File: config.mk
export PLATFORM = sky130hd
export DESIGN_NAME = crs_sequencer
export DESIGN_NICKNAME = d
export VERILOG_FILES = /design/src/rtl/crs_pkg.sv /design/src/rtl/crs_sequencer.sv
export SDC_FILE = /design/constraint.sdc
export NUM_CORES = 2
export LEC_CHECK = 0
export BUFFER_PORTS_ARGS = -buffer_cell sky130_fd_sc_hd__buf_2
export CAP_MARGIN = 30
export CORE_MARGIN = 5
export CORE_UTILIZATION = 56
export CTS_BUF_LIST = sky130_fd_sc_hd__clkbuf_8 sky130_fd_sc_hd__clkbuf_16
export DETAILED_ROUTE_END_ITERATION = 16
export GPL_ROUTABILITY_DRIVEN = 0
export PLACE_DENSITY = 0.76
export SETUP_SLACK_MARGIN = 0.02
export SLEW_MARGIN = 20
export SYNTH_ARGS = -nofsm -noshare
export SYNTH_HDL_FRONTEND = slang
export SYNTH_SLANG_ARGS = --single-unit
File: constraint.sdc
create_clock -name CORE_CLK_I -period 2.9 [get_ports CORE_CLK_I]
set_clock_uncertainty 0.1 [all_clocks]
set_input_delay 0.58 -clock CORE_CLK_I [delete_from_list [all_inputs] [get_ports CORE_CLK_I]]
set_output_delay 0.58 -clock CORE_CLK_I [all_outputs]
set_load 0.005 [all_outputs]
File: src/rtl/crs_pkg.sv
// constants and carrier types of the chip reset and power sequencer
package crs_pkg;
  localparam int CLK_KHZ     = 40000;                  // core clock in kHz
  localparam int POR_MS      = 20;                     // internal reset hold, ms
  localparam int PHY_RST_MS  = 2;                      // phy reset pulse, ms
  localparam int PHY_RDY_MS  = 125;                    // extra phy ready wait, ms
  localparam int POR_CYC     = POR_MS * CLK_KHZ;
  localparam int PHY_RST_CYC = PHY_RST_MS * CLK_KHZ;
  localparam int PHY_RDY_CYC = PHY_RDY_MS * CLK_KHZ;
  localparam int FRST_CYC    = 16;                     // function reset length
  localparam int CNT_W       = 23;                     // long timer width
  localparam int OTP_BYTES   = 128;                    // 1k bits as bytes
  // register offsets
  localparam logic [7:0] HARDWARE_CONFIG_REGISTER_OFS  = 8'h00;
  localparam logic [7:0] POWER_MGMT_CONTROL_REGISTER_OFS = 8'h04;
  localparam logic [7:0] PMCSR_OFS   = 8'h08;
  localparam logic [7:0] DEVCTL_OFS  = 8'h0c;
  localparam logic [7:0] OTP_CMD_OFS = 8'h10;
  localparam logic [7:0] OTP_DAT_OFS = 8'h14;
  // field positions
  localparam int HW_FULL_SOFT_RESET_BIT_B   = 0;
  localparam int HW_FUNCTION_ONLY_RESET_BIT_B   = 1;
  localparam int HW_STRAP_B  = 8;
  localparam int PMT_RDY_B   = 0;
  localparam int PMT_PRST_B  = 1;
  localparam int PMT_DLY_B   = 2;
  localparam int PMT_DST_B   = 4;
  localparam int PMT_D3C_B   = 6;
  localparam int CSR_NSR_B   = 3;
  localparam int DEV_FLR_B   = 15;
  localparam int DEV_PH_B    = 16;
  localparam int OTP_RD_B    = 12;
  localparam int OTP_PG_B    = 13;
  localparam int OTP_SBE_B   = 14;
  localparam int OTP_RDY_B   = 16;
  localparam int OTP_SBY_B   = 17;
  // power state codes
  localparam logic [1:0] PS_D0    = 2'h0;
  localparam logic [1:0] PS_D3HOT = 2'h3;
  // one request or completion seen on the link
  typedef struct packed {
    logic valid;   // tlp present this cycle
    logic cpl;     // completion, else request
    logic early;   // arrived before the current reset began
  } crs_tlp_in_type;
  // disposition of that tlp
  typedef struct packed {
    logic pass;    // forward normally
    logic drop;    // drop silently
    logic ur;      // answer unsupported request
    logic uc;      // discard as unexpected completion
  } crs_tlp_res_type;
endpackage : crs_pkg

File: src/rtl/crs_sequencer.sv
// chip reset, phy reset, function reset, power state and otp sequencer
//
// Our own choices: the APB slave port and the register addresses.
`timescale 1ns/1ps
`default_nettype none
module crs_sequencer import crs_pkg::*; #(
  parameter int   POR_CNT = POR_CYC,       // reset hold cycles
  parameter int   PRS_CNT = PHY_RST_CYC,   // phy reset cycles
  parameter int   PRD_CNT = PHY_RDY_CYC,   // phy ready wait cycles
  parameter logic EXT_PHY = 1'b1           // external phy variant
) (
  input  wire logic            CORE_CLK_I,
  input  wire logic            RSTN_I,
  input  wire logic            PSEL_I,
  input  wire logic            PENABLE_I,
  input  wire logic            PWRITE_I,
  input  wire logic [7:0]      PADDR_I,
  input  wire logic [31:0]     PWDATA_I,
  output logic      [31:0]     PRDATA_O,
  output logic                 PREADY_O,
  output logic                 PSLVERR_O,
  input  wire logic            EXT_RSTN_I,
  input  wire logic            PERSTN_I,
  input  wire logic            AUX_PWR_DET_I,
  input  wire logic [3:0]      STRAP_I,
  input  wire logic            INT_PHY_UP_I,
  input  wire logic            HOT_RST_I,
  input  wire logic            NVM_DONE_I,
  input  wire logic            INTX_ACTIVE_I,
  input  wire crs_tlp_in_type  TLP_I,
  output crs_tlp_res_type      TLP_O,
  output logic                 DEASSERT_INTX_O,
  output logic                 CHIP_RST_O,
  output logic                 NVM_LOAD_O,
  output logic                 RESTORE_O,
  output logic                 LINK_DETACH_O,
  output logic                 FUNC_RST_O,
  output logic                 PHY_RST_O,
  output logic                 EXT_PHY_RSTN_O,
  output logic                 D3COLD_O,
  output logic                 L1_REQ_O,
  output logic                 OTP_IRQ_O,
  output logic [3:0]           STRAP_O
);
  typedef enum logic [1:0] {CH_HOLD, CH_LOAD, CH_RUN} crs_chip_type;
  typedef enum logic [2:0] {S_POR, S_PIN, S_PERST, S_HOT, S_SOFT} crs_src_type;
  typedef enum logic [1:0] {PH_RST, PH_DLY, PH_UP, PH_RDY} crs_phy_type;
  typedef enum logic [1:0] {FL_IDLE, FL_START, FL_PROC, FL_EXIT} crs_flr_type;

  // pin synchronisers: first stage read only by second
  logic [7:0]       sy1_r;                 // first stage
  logic [7:0]       sy2_r;                 // second stage
  logic             perst_d_r;             // delayed perst for edge
  always_ff @(posedge CORE_CLK_I) begin
    sy1_r     <= {INT_PHY_UP_I, AUX_PWR_DET_I, PERSTN_I, EXT_RSTN_I, STRAP_I};
    sy2_r     <= sy1_r;
    perst_d_r <= sy2_r[5];
  end
  wire        ext_low    = ~sy2_r[4];      // reset pin held low
  wire        perst_n    = sy2_r[5];
  wire        aux_det    = sy2_r[6];
  wire        phy_up     = sy2_r[7];
  wire        perst_rise = perst_n & ~perst_d_r;

  // apb slave: one wait state, answer with pready
  logic        pready_r;
  logic [31:0] prdata_r;
  logic        pslverr_r;
  logic [31:0] rdata;                      // read mux
  wire  acc    = PSEL_I & PENABLE_I;
  wire  setup  = acc & ~pready_r;          // first access cycle
  wire  done   = acc & pready_r;           // completing edge
  wire  sel_hw = PADDR_I == HARDWARE_CONFIG_REGISTER_OFS;
  wire  sel_pm = PADDR_I == POWER_MGMT_CONTROL_REGISTER_OFS;
  wire  sel_cs = PADDR_I == PMCSR_OFS;
  wire  sel_dv = PADDR_I == DEVCTL_OFS;
  wire  sel_oc = PADDR_I == OTP_CMD_OFS;
  wire  sel_od = PADDR_I == OTP_DAT_OFS;
  wire  mapped = sel_hw | sel_pm | sel_cs | sel_dv | sel_oc | sel_od;
  wire  wr     = done & PWRITE_I;
  always_ff @(posedge CORE_CLK_I) begin
    if (!RSTN_I) begin
      pready_r  <= 1'b0;
      prdata_r  <= 32'h0;
      pslverr_r <= 1'b0;
    end else begin
      pready_r  <= setup;
      prdata_r  <= (setup & ~PWRITE_I) ? rdata : 32'h0;
      pslverr_r <= setup & ~mapped;        // unmapped: error, data zero
    end
  end

  // chip-level reset merge
  crs_chip_type ch_r, ch_nxt;
  crs_src_type  src_r, src_nxt;
  logic [CNT_W-1:0] ccnt_r;                // hold timer
  logic [3:0]       strap_r;               // straps caught at hold exit
  wire  full_soft_reset_bit_wr  = wr & sel_hw & PWDATA_I[HW_FULL_SOFT_RESET_BIT_B];
  wire  trig     = ext_low | perst_rise | HOT_RST_I | full_soft_reset_bit_wr;
  wire  hold_end = (ch_r == CH_HOLD) & (ccnt_r == '0) & ~ext_low;
  // pin reload only where the reload strap is set
  wire  need_ld  = (src_r != S_HOT) & ((src_r != S_PIN) | sy2_r[0]);
  wire  in_rst   = ~RSTN_I | (ch_r == CH_HOLD); // clears software state
  always_comb begin
    ch_nxt  = ch_r;
    src_nxt = src_r;
    if (trig) begin
      ch_nxt = CH_HOLD;
      if (ext_low) src_nxt = S_PIN;
      else if (perst_rise) src_nxt = S_PERST;
      else if (HOT_RST_I) src_nxt = S_HOT;
      else src_nxt = S_SOFT;
    end else begin
      case (ch_r)
        CH_HOLD: if (hold_end) ch_nxt = need_ld ? CH_LOAD : CH_RUN;
        CH_LOAD: if (NVM_DONE_I) ch_nxt = CH_RUN;
        CH_RUN:  ch_nxt = CH_RUN;
        default: ch_nxt = CH_HOLD;
      endcase
    end
  end
  // hold timer restarts on every trigger, so a held pin extends it
  always_ff @(posedge CORE_CLK_I) begin
    if (!RSTN_I) begin
      ch_r   <= CH_HOLD;
      src_r  <= S_POR;
      ccnt_r <= CNT_W'(POR_CNT - 1);
    end else begin
      ch_r   <= ch_nxt;
      src_r  <= src_nxt;
      ccnt_r <= trig ? CNT_W'(POR_CNT - 1) : (ccnt_r != '0 ? ccnt_r - 1'b1 : ccnt_r);
    end
  end
  // straps caught by a clocked process after reset, never by reset
  always_ff @(posedge CORE_CLK_I) begin
    if (hold_end & ~trig) strap_r <= sy2_r[3:0];
  end

  // chip outputs
  always_ff @(posedge CORE_CLK_I) begin
    if (!RSTN_I) begin
      CHIP_RST_O    <= 1'b1;
      NVM_LOAD_O    <= 1'b0;
      LINK_DETACH_O <= 1'b0;
      STRAP_O       <= 4'h0;
    end else begin
      CHIP_RST_O    <= ch_nxt != CH_RUN;
      NVM_LOAD_O    <= ch_nxt == CH_LOAD;
      LINK_DETACH_O <= (ch_nxt == CH_HOLD) & (src_nxt == S_SOFT);
      STRAP_O       <= strap_r;
    end
  end

  // software registers
  logic       dly_en_r;                    // phy ready delay enable
  logic [1:0] dst_r;                       // function power state
  logic       nsr_r;                       // no soft reset
  logic       function_only_reset_bit_r;                      // soft-lite busy bit
  logic       d3c_r;                       // d3cold
  logic [4:0] fcnt_r;                      // function reset timer
  crs_flr_type fl_r;
  wire  function_only_reset_bit_wr = wr & sel_hw & PWDATA_I[HW_FUNCTION_ONLY_RESET_BIT_B] & ~function_only_reset_bit_r;
  wire  pm_full_soft_reset_bit = wr & sel_cs & (PWDATA_I[1:0] == PS_D0)
                  & (dst_r == PS_D3HOT) & ~nsr_r;
  wire  flr_wr  = wr & sel_dv & PWDATA_I[DEV_FLR_B] & (fl_r == FL_IDLE);
  wire  f_load  = function_only_reset_bit_wr | pm_full_soft_reset_bit | (fl_r == FL_START);
  wire  ps_ok   = (PWDATA_I[1:0] == PS_D0) | (PWDATA_I[1:0] == PS_D3HOT);
  always_ff @(posedge CORE_CLK_I) begin
    if (in_rst) begin
      dly_en_r <= 1'b0;
      dst_r    <= PS_D0;
      nsr_r    <= 1'b0;
      function_only_reset_bit_r   <= 1'b0;
      fcnt_r   <= 5'h0;
    end else begin
      if (wr & sel_pm) dly_en_r <= PWDATA_I[PMT_DLY_B];
      if (wr & sel_cs) nsr_r <= PWDATA_I[CSR_NSR_B];
      // d1/d2 unsupported: such writes keep the state
      if (wr & sel_cs & ps_ok) dst_r <= PWDATA_I[1:0];
      else if (fl_r == FL_EXIT) dst_r <= PS_D0; // d0 uninitialised
      if (function_only_reset_bit_wr) function_only_reset_bit_r <= 1'b1;
      else if (fcnt_r == 5'h1) function_only_reset_bit_r <= 1'b0;
      fcnt_r <= f_load ? 5'(FRST_CYC) : (fcnt_r != 5'h0 ? fcnt_r - 5'h1 : fcnt_r);
    end
  end

  // warm reset: aux present while perst held gives d3cold
  always_ff @(posedge CORE_CLK_I) begin
    if (!RSTN_I) d3c_r <= 1'b0;
    else if (perst_n) d3c_r <= 1'b0;
    else if (aux_det) d3c_r <= 1'b1;
  end

  // flr phases; link logic is never reset from here
  always_ff @(posedge CORE_CLK_I) begin
    if (in_rst) fl_r <= FL_IDLE;
    else begin
      case (fl_r)
        FL_IDLE:  if (flr_wr) fl_r <= FL_START;
        FL_START: fl_r <= FL_PROC;
        FL_PROC:  if (fcnt_r == 5'h1) fl_r <= FL_EXIT;
        FL_EXIT:  fl_r <= FL_IDLE;
        default:  fl_r <= FL_IDLE;
      endcase
    end
  end
  wire flr_on = fl_r != FL_IDLE;

  // function-level outputs and tlp disposition
  always_ff @(posedge CORE_CLK_I) begin
    if (in_rst) begin
      FUNC_RST_O      <= 1'b0;
      RESTORE_O       <= 1'b0;
      DEASSERT_INTX_O <= 1'b0;
      TLP_O           <= '0;
      D3COLD_O        <= 1'b0;
      L1_REQ_O        <= 1'b0;
    end else begin
      FUNC_RST_O      <= f_load | (fcnt_r > 5'h1);
      RESTORE_O       <= function_only_reset_bit_wr;
      DEASSERT_INTX_O <= (fl_r == FL_START) & INTX_ACTIVE_I;
      TLP_O.pass      <= TLP_I.valid & ~flr_on;
      TLP_O.drop      <= TLP_I.valid & flr_on & TLP_I.early;
      TLP_O.ur        <= TLP_I.valid & flr_on & ~TLP_I.early & ~TLP_I.cpl;
      TLP_O.uc        <= TLP_I.valid & flr_on & ~TLP_I.early & TLP_I.cpl;
      D3COLD_O        <= d3c_r;
      L1_REQ_O        <= (dst_r != PS_D0) | d3c_r;
    end
  end

  // phy reset and ready sequencing, separate from chip reset
  crs_phy_type      ph_r;
  logic [CNT_W-1:0] pcnt_r;
  wire prst_wr = wr & sel_pm & PWDATA_I[PMT_PRST_B];
  wire p_zero  = pcnt_r == '0;
  always_ff @(posedge CORE_CLK_I) begin
    if (in_rst | prst_wr) begin
      ph_r   <= PH_RST;
      pcnt_r <= CNT_W'(PRS_CNT - 1);
    end else begin
      pcnt_r <= p_zero ? pcnt_r : pcnt_r - 1'b1;
      case (ph_r)
        PH_RST: if (p_zero) begin
          if (!EXT_PHY) ph_r <= PH_UP;
          else if (dly_en_r) begin
            ph_r   <= PH_DLY;
            pcnt_r <= CNT_W'(PRD_CNT - 1);
          end else ph_r <= PH_RDY;
        end
        PH_DLY:  if (p_zero) ph_r <= PH_RDY;
        PH_UP:   if (phy_up) ph_r <= PH_RDY;
        PH_RDY:  ph_r <= PH_RDY;
        default: ph_r <= PH_RST;
      endcase
    end
  end
  always_ff @(posedge CORE_CLK_I) begin
    if (!RSTN_I) begin
      PHY_RST_O      <= 1'b1;
      EXT_PHY_RSTN_O <= 1'b0;
    end else begin
      PHY_RST_O      <= ph_r == PH_RST;
      EXT_PHY_RSTN_O <= ~EXT_PHY | (ph_r != PH_RST);
    end
  end
  wire dev_ready = (ph_r == PH_RDY) & (ch_r == CH_RUN);

  // otp: bit programming, byte reads, ready flag, standby
  logic [7:0] otp_mem_r [OTP_BYTES];       // cleared at power-on only, so blank cells read 0
  logic [9:0] oadr_r;                      // bit address
  logic [7:0] odat_r;                      // last byte read
  logic       osbe_r;                      // standby after op enable
  logic       ordy_r;                      // ready flag, write 1 to clear
  logic       osby_r;                      // in standby
  logic       oop_r;                       // op running
  logic       opg_r;                       // op is program
  wire  ocmd    = wr & sel_oc;
  wire  ostart  = ocmd & (PWDATA_I[OTP_RD_B] | PWDATA_I[OTP_PG_B]) & ~oop_r;
  wire  rdy_clr = ocmd & PWDATA_I[OTP_RDY_B];
  always_ff @(posedge CORE_CLK_I) begin
    if (!RSTN_I) otp_mem_r <= '{default: 8'h0}; // chip-level resets keep the contents
    else if (oop_r & opg_r) otp_mem_r[oadr_r[9:3]][oadr_r[2:0]] <= 1'b1;
  end
  always_ff @(posedge CORE_CLK_I) begin
    if (in_rst) begin
      oadr_r <= 10'h0;
      odat_r <= 8'h0;
      osbe_r <= 1'b0;
      ordy_r <= 1'b0;
      osby_r <= 1'b0;
      oop_r  <= 1'b0;
      opg_r  <= 1'b0;
    end else begin
      if (ocmd) osbe_r <= PWDATA_I[OTP_SBE_B];
      if (ostart) begin
        oadr_r <= PWDATA_I[9:0];
        opg_r  <= PWDATA_I[OTP_PG_B];
        osby_r <= 1'b0;                    // wake for the op
      end
      oop_r <= ostart;
      if (oop_r & ~opg_r) odat_r <= otp_mem_r[oadr_r[9:3]];
      if (oop_r) osby_r <= osbe_r;
      // a finishing op wins over a clear in the same cycle
      if (oop_r) ordy_r <= 1'b1;
      else if (rdy_clr) ordy_r <= 1'b0;
    end
  end
  always_ff @(posedge CORE_CLK_I) begin
    if (in_rst) OTP_IRQ_O <= 1'b0;
    else OTP_IRQ_O <= ordy_r;
  end

  // read data mux
  assign rdata = sel_hw ? 32'({strap_r, 6'h0, function_only_reset_bit_r, 1'b0}) :
                 sel_pm ? 32'({d3c_r, dst_r, 1'b0, dly_en_r, 1'b0, dev_ready}) :
                 sel_cs ? 32'({nsr_r, 1'b0, dst_r}) :
                 sel_dv ? 32'({fl_r, 16'h0}) :
                 sel_oc ? 32'({osby_r, ordy_r, 1'b0, osbe_r, 4'h0, oadr_r}) :
                 sel_od ? 32'(odat_r) : 32'h0;
  assign PRDATA_O  = prdata_r;
  assign PREADY_O  = pready_r;
  assign PSLVERR_O = pslverr_r;
endmodule : crs_sequencer
`default_nettype wire

* Word level (Yosys, flattened, before mapping)
Index checks and enable logic that the tools add are counted.
Cells by class: reduce and logical (&&, ||, !) cells 31, multiply operators 0, $add $sub $neg 3, order comparisons 5, equality and inequality tests 26, div/mod/pow operators 0, shift-type cells 0, bitwise operators 74, muxes and demuxes 44
Operators with widths (number):
- $or 1024x1024->1024 | 1
- $mux 23 | 4
- $bmux 8 s7 | 1
- $demux 8 s7 | 1
- $logic_not 23->1 | 2
- $sub 23x1->23 const B | 2
- $and 1x1->1 | 40
- $mux 12 | 3
- $mux 18 | 2
- $mux 8 | 4
- $mux 2 | 12
- $reduce_bool 23->1 | 1
- $or 1x1->1 | 17
- $eq 8x4->1 const B | 2
- $eq 8x5->1 const B | 2
- $pmux 2 s4 | 2
- $reduce_bool 2->1 | 8
- $not 1->1 | 15
- $eq 2x2->1 const B | 7
- $mux 3 | 4
- $ne 2x2->1 const B | 6
- $logic_not 2->1 | 5
- $mux 5 | 2
- $eq 2x1->1 const B | 4
- 26 further kinds | 36
Storage, ports and cells: memories 0, RAM bits 0, flip-flop bits (word level) 1187, bits in latches 0, input bits 59, word-level logic and storage cells 359, bits in read-only memories 0

* Logic depth before layout (Yosys ltp)
depth in word-level cells 10, mapped depth 11

* Worst setup path before layout
Ideal clock, no wire load.
path type in2reg, start point input PADDR_I[0], end point register oadr_r[0], path slack 0.032 ns, arrival 2.641 ns, path buffers 2, data required time 2.672 ns, stages on the path 9, cells stage by stage or4_1 buf_2 or4_4 nor3_2 o21ai_0 nor2_1 buf_4 mux2i_1 nor2_1
On the way: longest elaborated chain between the ends 4
RTL lines:
- start: declaration | RTL line crs_sequencer.sv:17 | input wire logic [7:0] PADDR_I,
- $eq 8x5->1 | RTL line crs_sequencer.sv:77 | wire sel_oc = PADDR_I == OTP_CMD_OFS;
- $and 1x1->1 | RTL line crs_sequencer.sv:277 | wire ocmd = wr & sel_oc;
- $and 1x1->1 (2 in a row) | RTL line crs_sequencer.sv:278 | wire ostart = ocmd & (PWDATA_I[OTP_RD_B] | PWDATA_I[OTP_PG_B]) & ~oop_r;
- end signal: assignment | RTL line crs_sequencer.sv:296 | oadr_r <= PWDATA_I[9:0];
- end: declaration | RTL line crs_sequencer.sv:270 | logic [9:0] oadr_r;
Every way passes these cells. A chain may end at the register's enable or synchronous reset.

* Final worst setup path
start point register oadr_r[4], end point register odat_r[5]
On the way: longest elaborated chain between the ends 4
RTL lines:
- $not 7->8 (not written as such) | RTL line crs_sequencer.sv:301 | if (oop_r & ~opg_r) odat_r <= otp_mem_r[oadr_r[9:3]];
- $bmux 8 s7 | RTL line crs_sequencer.sv:301
- $mux 8 (not written as such) (2 in a row) | RTL line crs_sequencer.sv:301
- end signal: assignment | RTL line crs_sequencer.sv:301
- end: declaration | RTL line crs_sequencer.sv:271 | logic [7:0] odat_r;
Every way passes these cells. The select of a mux whose other input is x is not followed.

==> metrics.md <==
| Metric | Value |
|---|---|
| Outcome | `complete, but fails checks` |
| Violated checks | `negative setup slack` |
| Final setup viols | `1` |
| Final Hold Fails | `0` |
| Crit end category | `flip-flop` |
| Row Count | `107` |
| Total number of vias | `40.4k` |
| Syn. warnings | `0` |
| Mapped cell area | `0.0480 mm2` |
| Power density over cell area | `579 mW/mm2` |
| Post-DR vias/cell | `6.21` |
| Vias in the first global route | `38.9k` |
| Yosys top cell by area | `dfxtp_1` |
| Antenna-violating nets left | `0` |
| CP Data Arrival Time | `3.38 ns` |
| Slowest cell on crit path | `dfxtp_4` |
| Crit Path Category | `flip-flop to flip-flop` |
| # nets final | `5330` |
| Die height | `303 um` |
| Area added between synthesis and finish | `15.1%` |
| DR pass1 iterations | `6` |
| Largest net degree at the start of global routing | `249` |
| Initial drt markers | `roughly 4.6k` |
| CTS max path bufs | `3` |
| Sequential area share after synthesis | `48.9%` |
| CTS Root Cell | `clkbuf_16` |
| Top cells by area, synth | `dfxtp_1 (49%), o21a_1 (16%), nor2_1 (9.4%)` |
| Number of flops mapped to enable cells by yosys | `4` |
| Setup tns final | `-0.0140 ns` |
| Peak supply drop | `0.000481 V` |
| Worst Setup Start Kind | `flip-flop` |
| CTS Buf Count | `approximately 120` |
| CORE AREA | `0.0851 mm2` |
| #FFs+latches synth | `1170` |
| Setup repair after global routing missed its margin | `true` |
| Mapped Cells | `around 5.2k` |
| GRT Residual Overflow | `0` |
| Commonest non-fill, non-tap cell in the layout | `nor2_1` |
| Distinct cells, synth | `80` |
| Final WS setup | `-0.0140 ns` |
| Max-slew violation count | `0` |
| Final Instance Count excl. Fillers | `6501` |
| # DRC | `0` |
| Placed insts | `around 6.3k` |
| Maximum clock rate | `343 MHz` |
| First-pass GRT wire length | `~220000 um` |
| Relative slew slack | `roughly 34%` |
| Req. time, crit path | `3.37 ns` |
| Die ar. | `approximately 0.09 mm2` |
| Layout cells sized above 1 | `14.0%` |
| Top cell type's share of synthesized area | `48.7%` |
| Cell Chain, Critical Path | `buf_6 > nor2_4 > buf_12 > a221oi_1 > nor2_1 > o21ai_0 > buf_4 > o311ai_0 > a211oi_1 > a31oi_1` |
| Latest clock arrival within the worst-skew pair | `0.70 ns` |
| Average size of a mapped cell | `9.26 um2` |
| Asr flop ratio synth | `0%` |
| Crit path largest cell delay | `just over 0.6 ns` |
| Most frequent cells in the layout | `nor2_1 (1194), dfxtp_1 (1161), o21a_1 (1027)` |
| CP Max Fanout | `18` |
| Htree depth | `3` |
| Input/output buffers | `between 70 and 80` |
| Clock sinks | `1170` |
| Top FF cell, synth | `dfxtp_1` |
| HPWL Detailed | `92700 um` |
| Top-Level Pins | `112` |
| MaxCap Viol Count | `0` |
| Avg WL per Cell | `~22 um` |
| Final Cycle Share | `100%` |
| Clk slew on worst S/H paths | `0.06 ns` |
| Initial antenna violation count | `3` |
| Post-route minimum period | `approximately 2.9 ns` |
| WL final | `145000 um` |
| Gr usage total | `between 30 and 40%` |
| Hold Crit Class | `input pin to flip-flop` |
| Slew @ Worst Pin | `roughly 0.99 ns` |
| CTS tree | `done` |
| Worst slack, placed | `-0.194 ns` |
| Initial Utilization | `a little under three fifths` |
| Die Wd | `around 300 um` |
| Leak | `approximately 0.019 uW` |
==> critical path, delay by kind of cell, from the launching register on <==
kind	cells	cell delay [ns]
AOI/OAI and AO/OA	5	1.34
DFF	1	0.62
buffers and inverters	3	0.50
and+or+nand+nor	2	0.18
==> logic make-up (layout without fill, tap and decap cells) <==
group           Yosys count  in the layout  synth area share, %
buf+inv                 457            615                 3.86
compound gates         1591           1591                 24.8
xor+xnor                 32             32                0.584
fa+ha+maj                12             12                0.313
simple gates           1654           1654                 14.2
other cells               1             20              0.00782
flops                  1170           1170                 48.9
mux                     263            263                 7.39
==> state kept, by name, indices dropped and copies added (netlist names), 2 cells and up <==
signal / cells
sy1_r: 8
ch_r: 2
src_r: 3
ccnt_r: 23
otp_mem_r: 1024
TLP_O: 4
ph_r: 2
dst_r: 2
PRDATA_O: 15
fl_r: 2
fcnt_r: 5
odat_r: 8
STRAP_O: 4
oadr_r: 10
pcnt_r: 23
strap_r: 4
sy2_r: 8
==> synth_stat cells, drive strengths merged (26+ instances only) <==
cell / n
mux2: 68
o21ai: 86
clkbuf: 344
nand3: 26
buf: 88
a221oi: 171
nor3: 43
nand2: 243
dfxtp: 1166
a21oi: 77
nor2: 1202
o21a: 1027
o221ai: 41
mux4: 66
mux2i: 129
a22oi: 51
==> final timing paths <==
kind	end	slack, ns	startpoint	cells after the start
worst max-delay path	odat_r[5]	-0.01	oadr_r[4]	10
worst min-delay path	oadr_r[6]	0.03	PWDATA_I[6]	3
worst max register to register	odat_r[5]	-0.01	oadr_r[4]	10
worst min register to register	sy2_r[5]	0.23	sy1_r[5]	0
==> routing by layer <==
metal  wire length, um  track usage, %  up-vias  part of all wire, %
li1                  -               -    18400                    -
met1             58700            40.7    19700                   41
met2             65800            48.7     1881                   45
met3             12800            5.82      454                  8.8
met4              7460            13.9        0                  5.2
met5                 0               0        -                    0
==> where the power goes <==
part / internal, uW / switching [uW] / leakage, uW / total [uW]
registers: 16100 / 10.1 / 0.00944 / 16100
clock network: 9040 / 6430 / 0.00205 / 15500
logic: 111 / 289 / 0.00778 / 400
total: 25200 / 6720 / 0.0193 / 32000
==> stage by stage <==
stage	hold WS (ns)	instance area (um2)	power (uW)	utilization [%]
4_1_cts	0.000866	55000	32100	64.6
5_1_grt	0.00892	55200	32800	64.8
3_3_place_gp	0.211	51000	16800	59.8
2_1_floorplan	0.210	48000	16700	-
3_5_place_dp	0.212	51000	16800	59.9
6_report	0.0253	55200	32000	64.8
==> final cells by class <==
cell class / count / area [um2]
clock buffers: 139 / 3230
multi-input cells: 3569 / 22900
well taps: 1144 / 1430
fillers: 6755 / 29900
clock inverters: 74 / 719
repair buffers: 377 / 3360
flip-flops and latches: 1170 / 23500
inverters: 25 / 93.8
diodes: 3 / 7.51
==> repair_timing <==
item,4_1_cts,5_1_grt
resized for setup,2,17
endpoints found under the setup margin,5,73
endpoints found under the hold margin,10,0
hold buffers,11,0
setup buffers,0,7
pin swaps,0,3
Note: power is estimated with default switching activity, not from simulation.
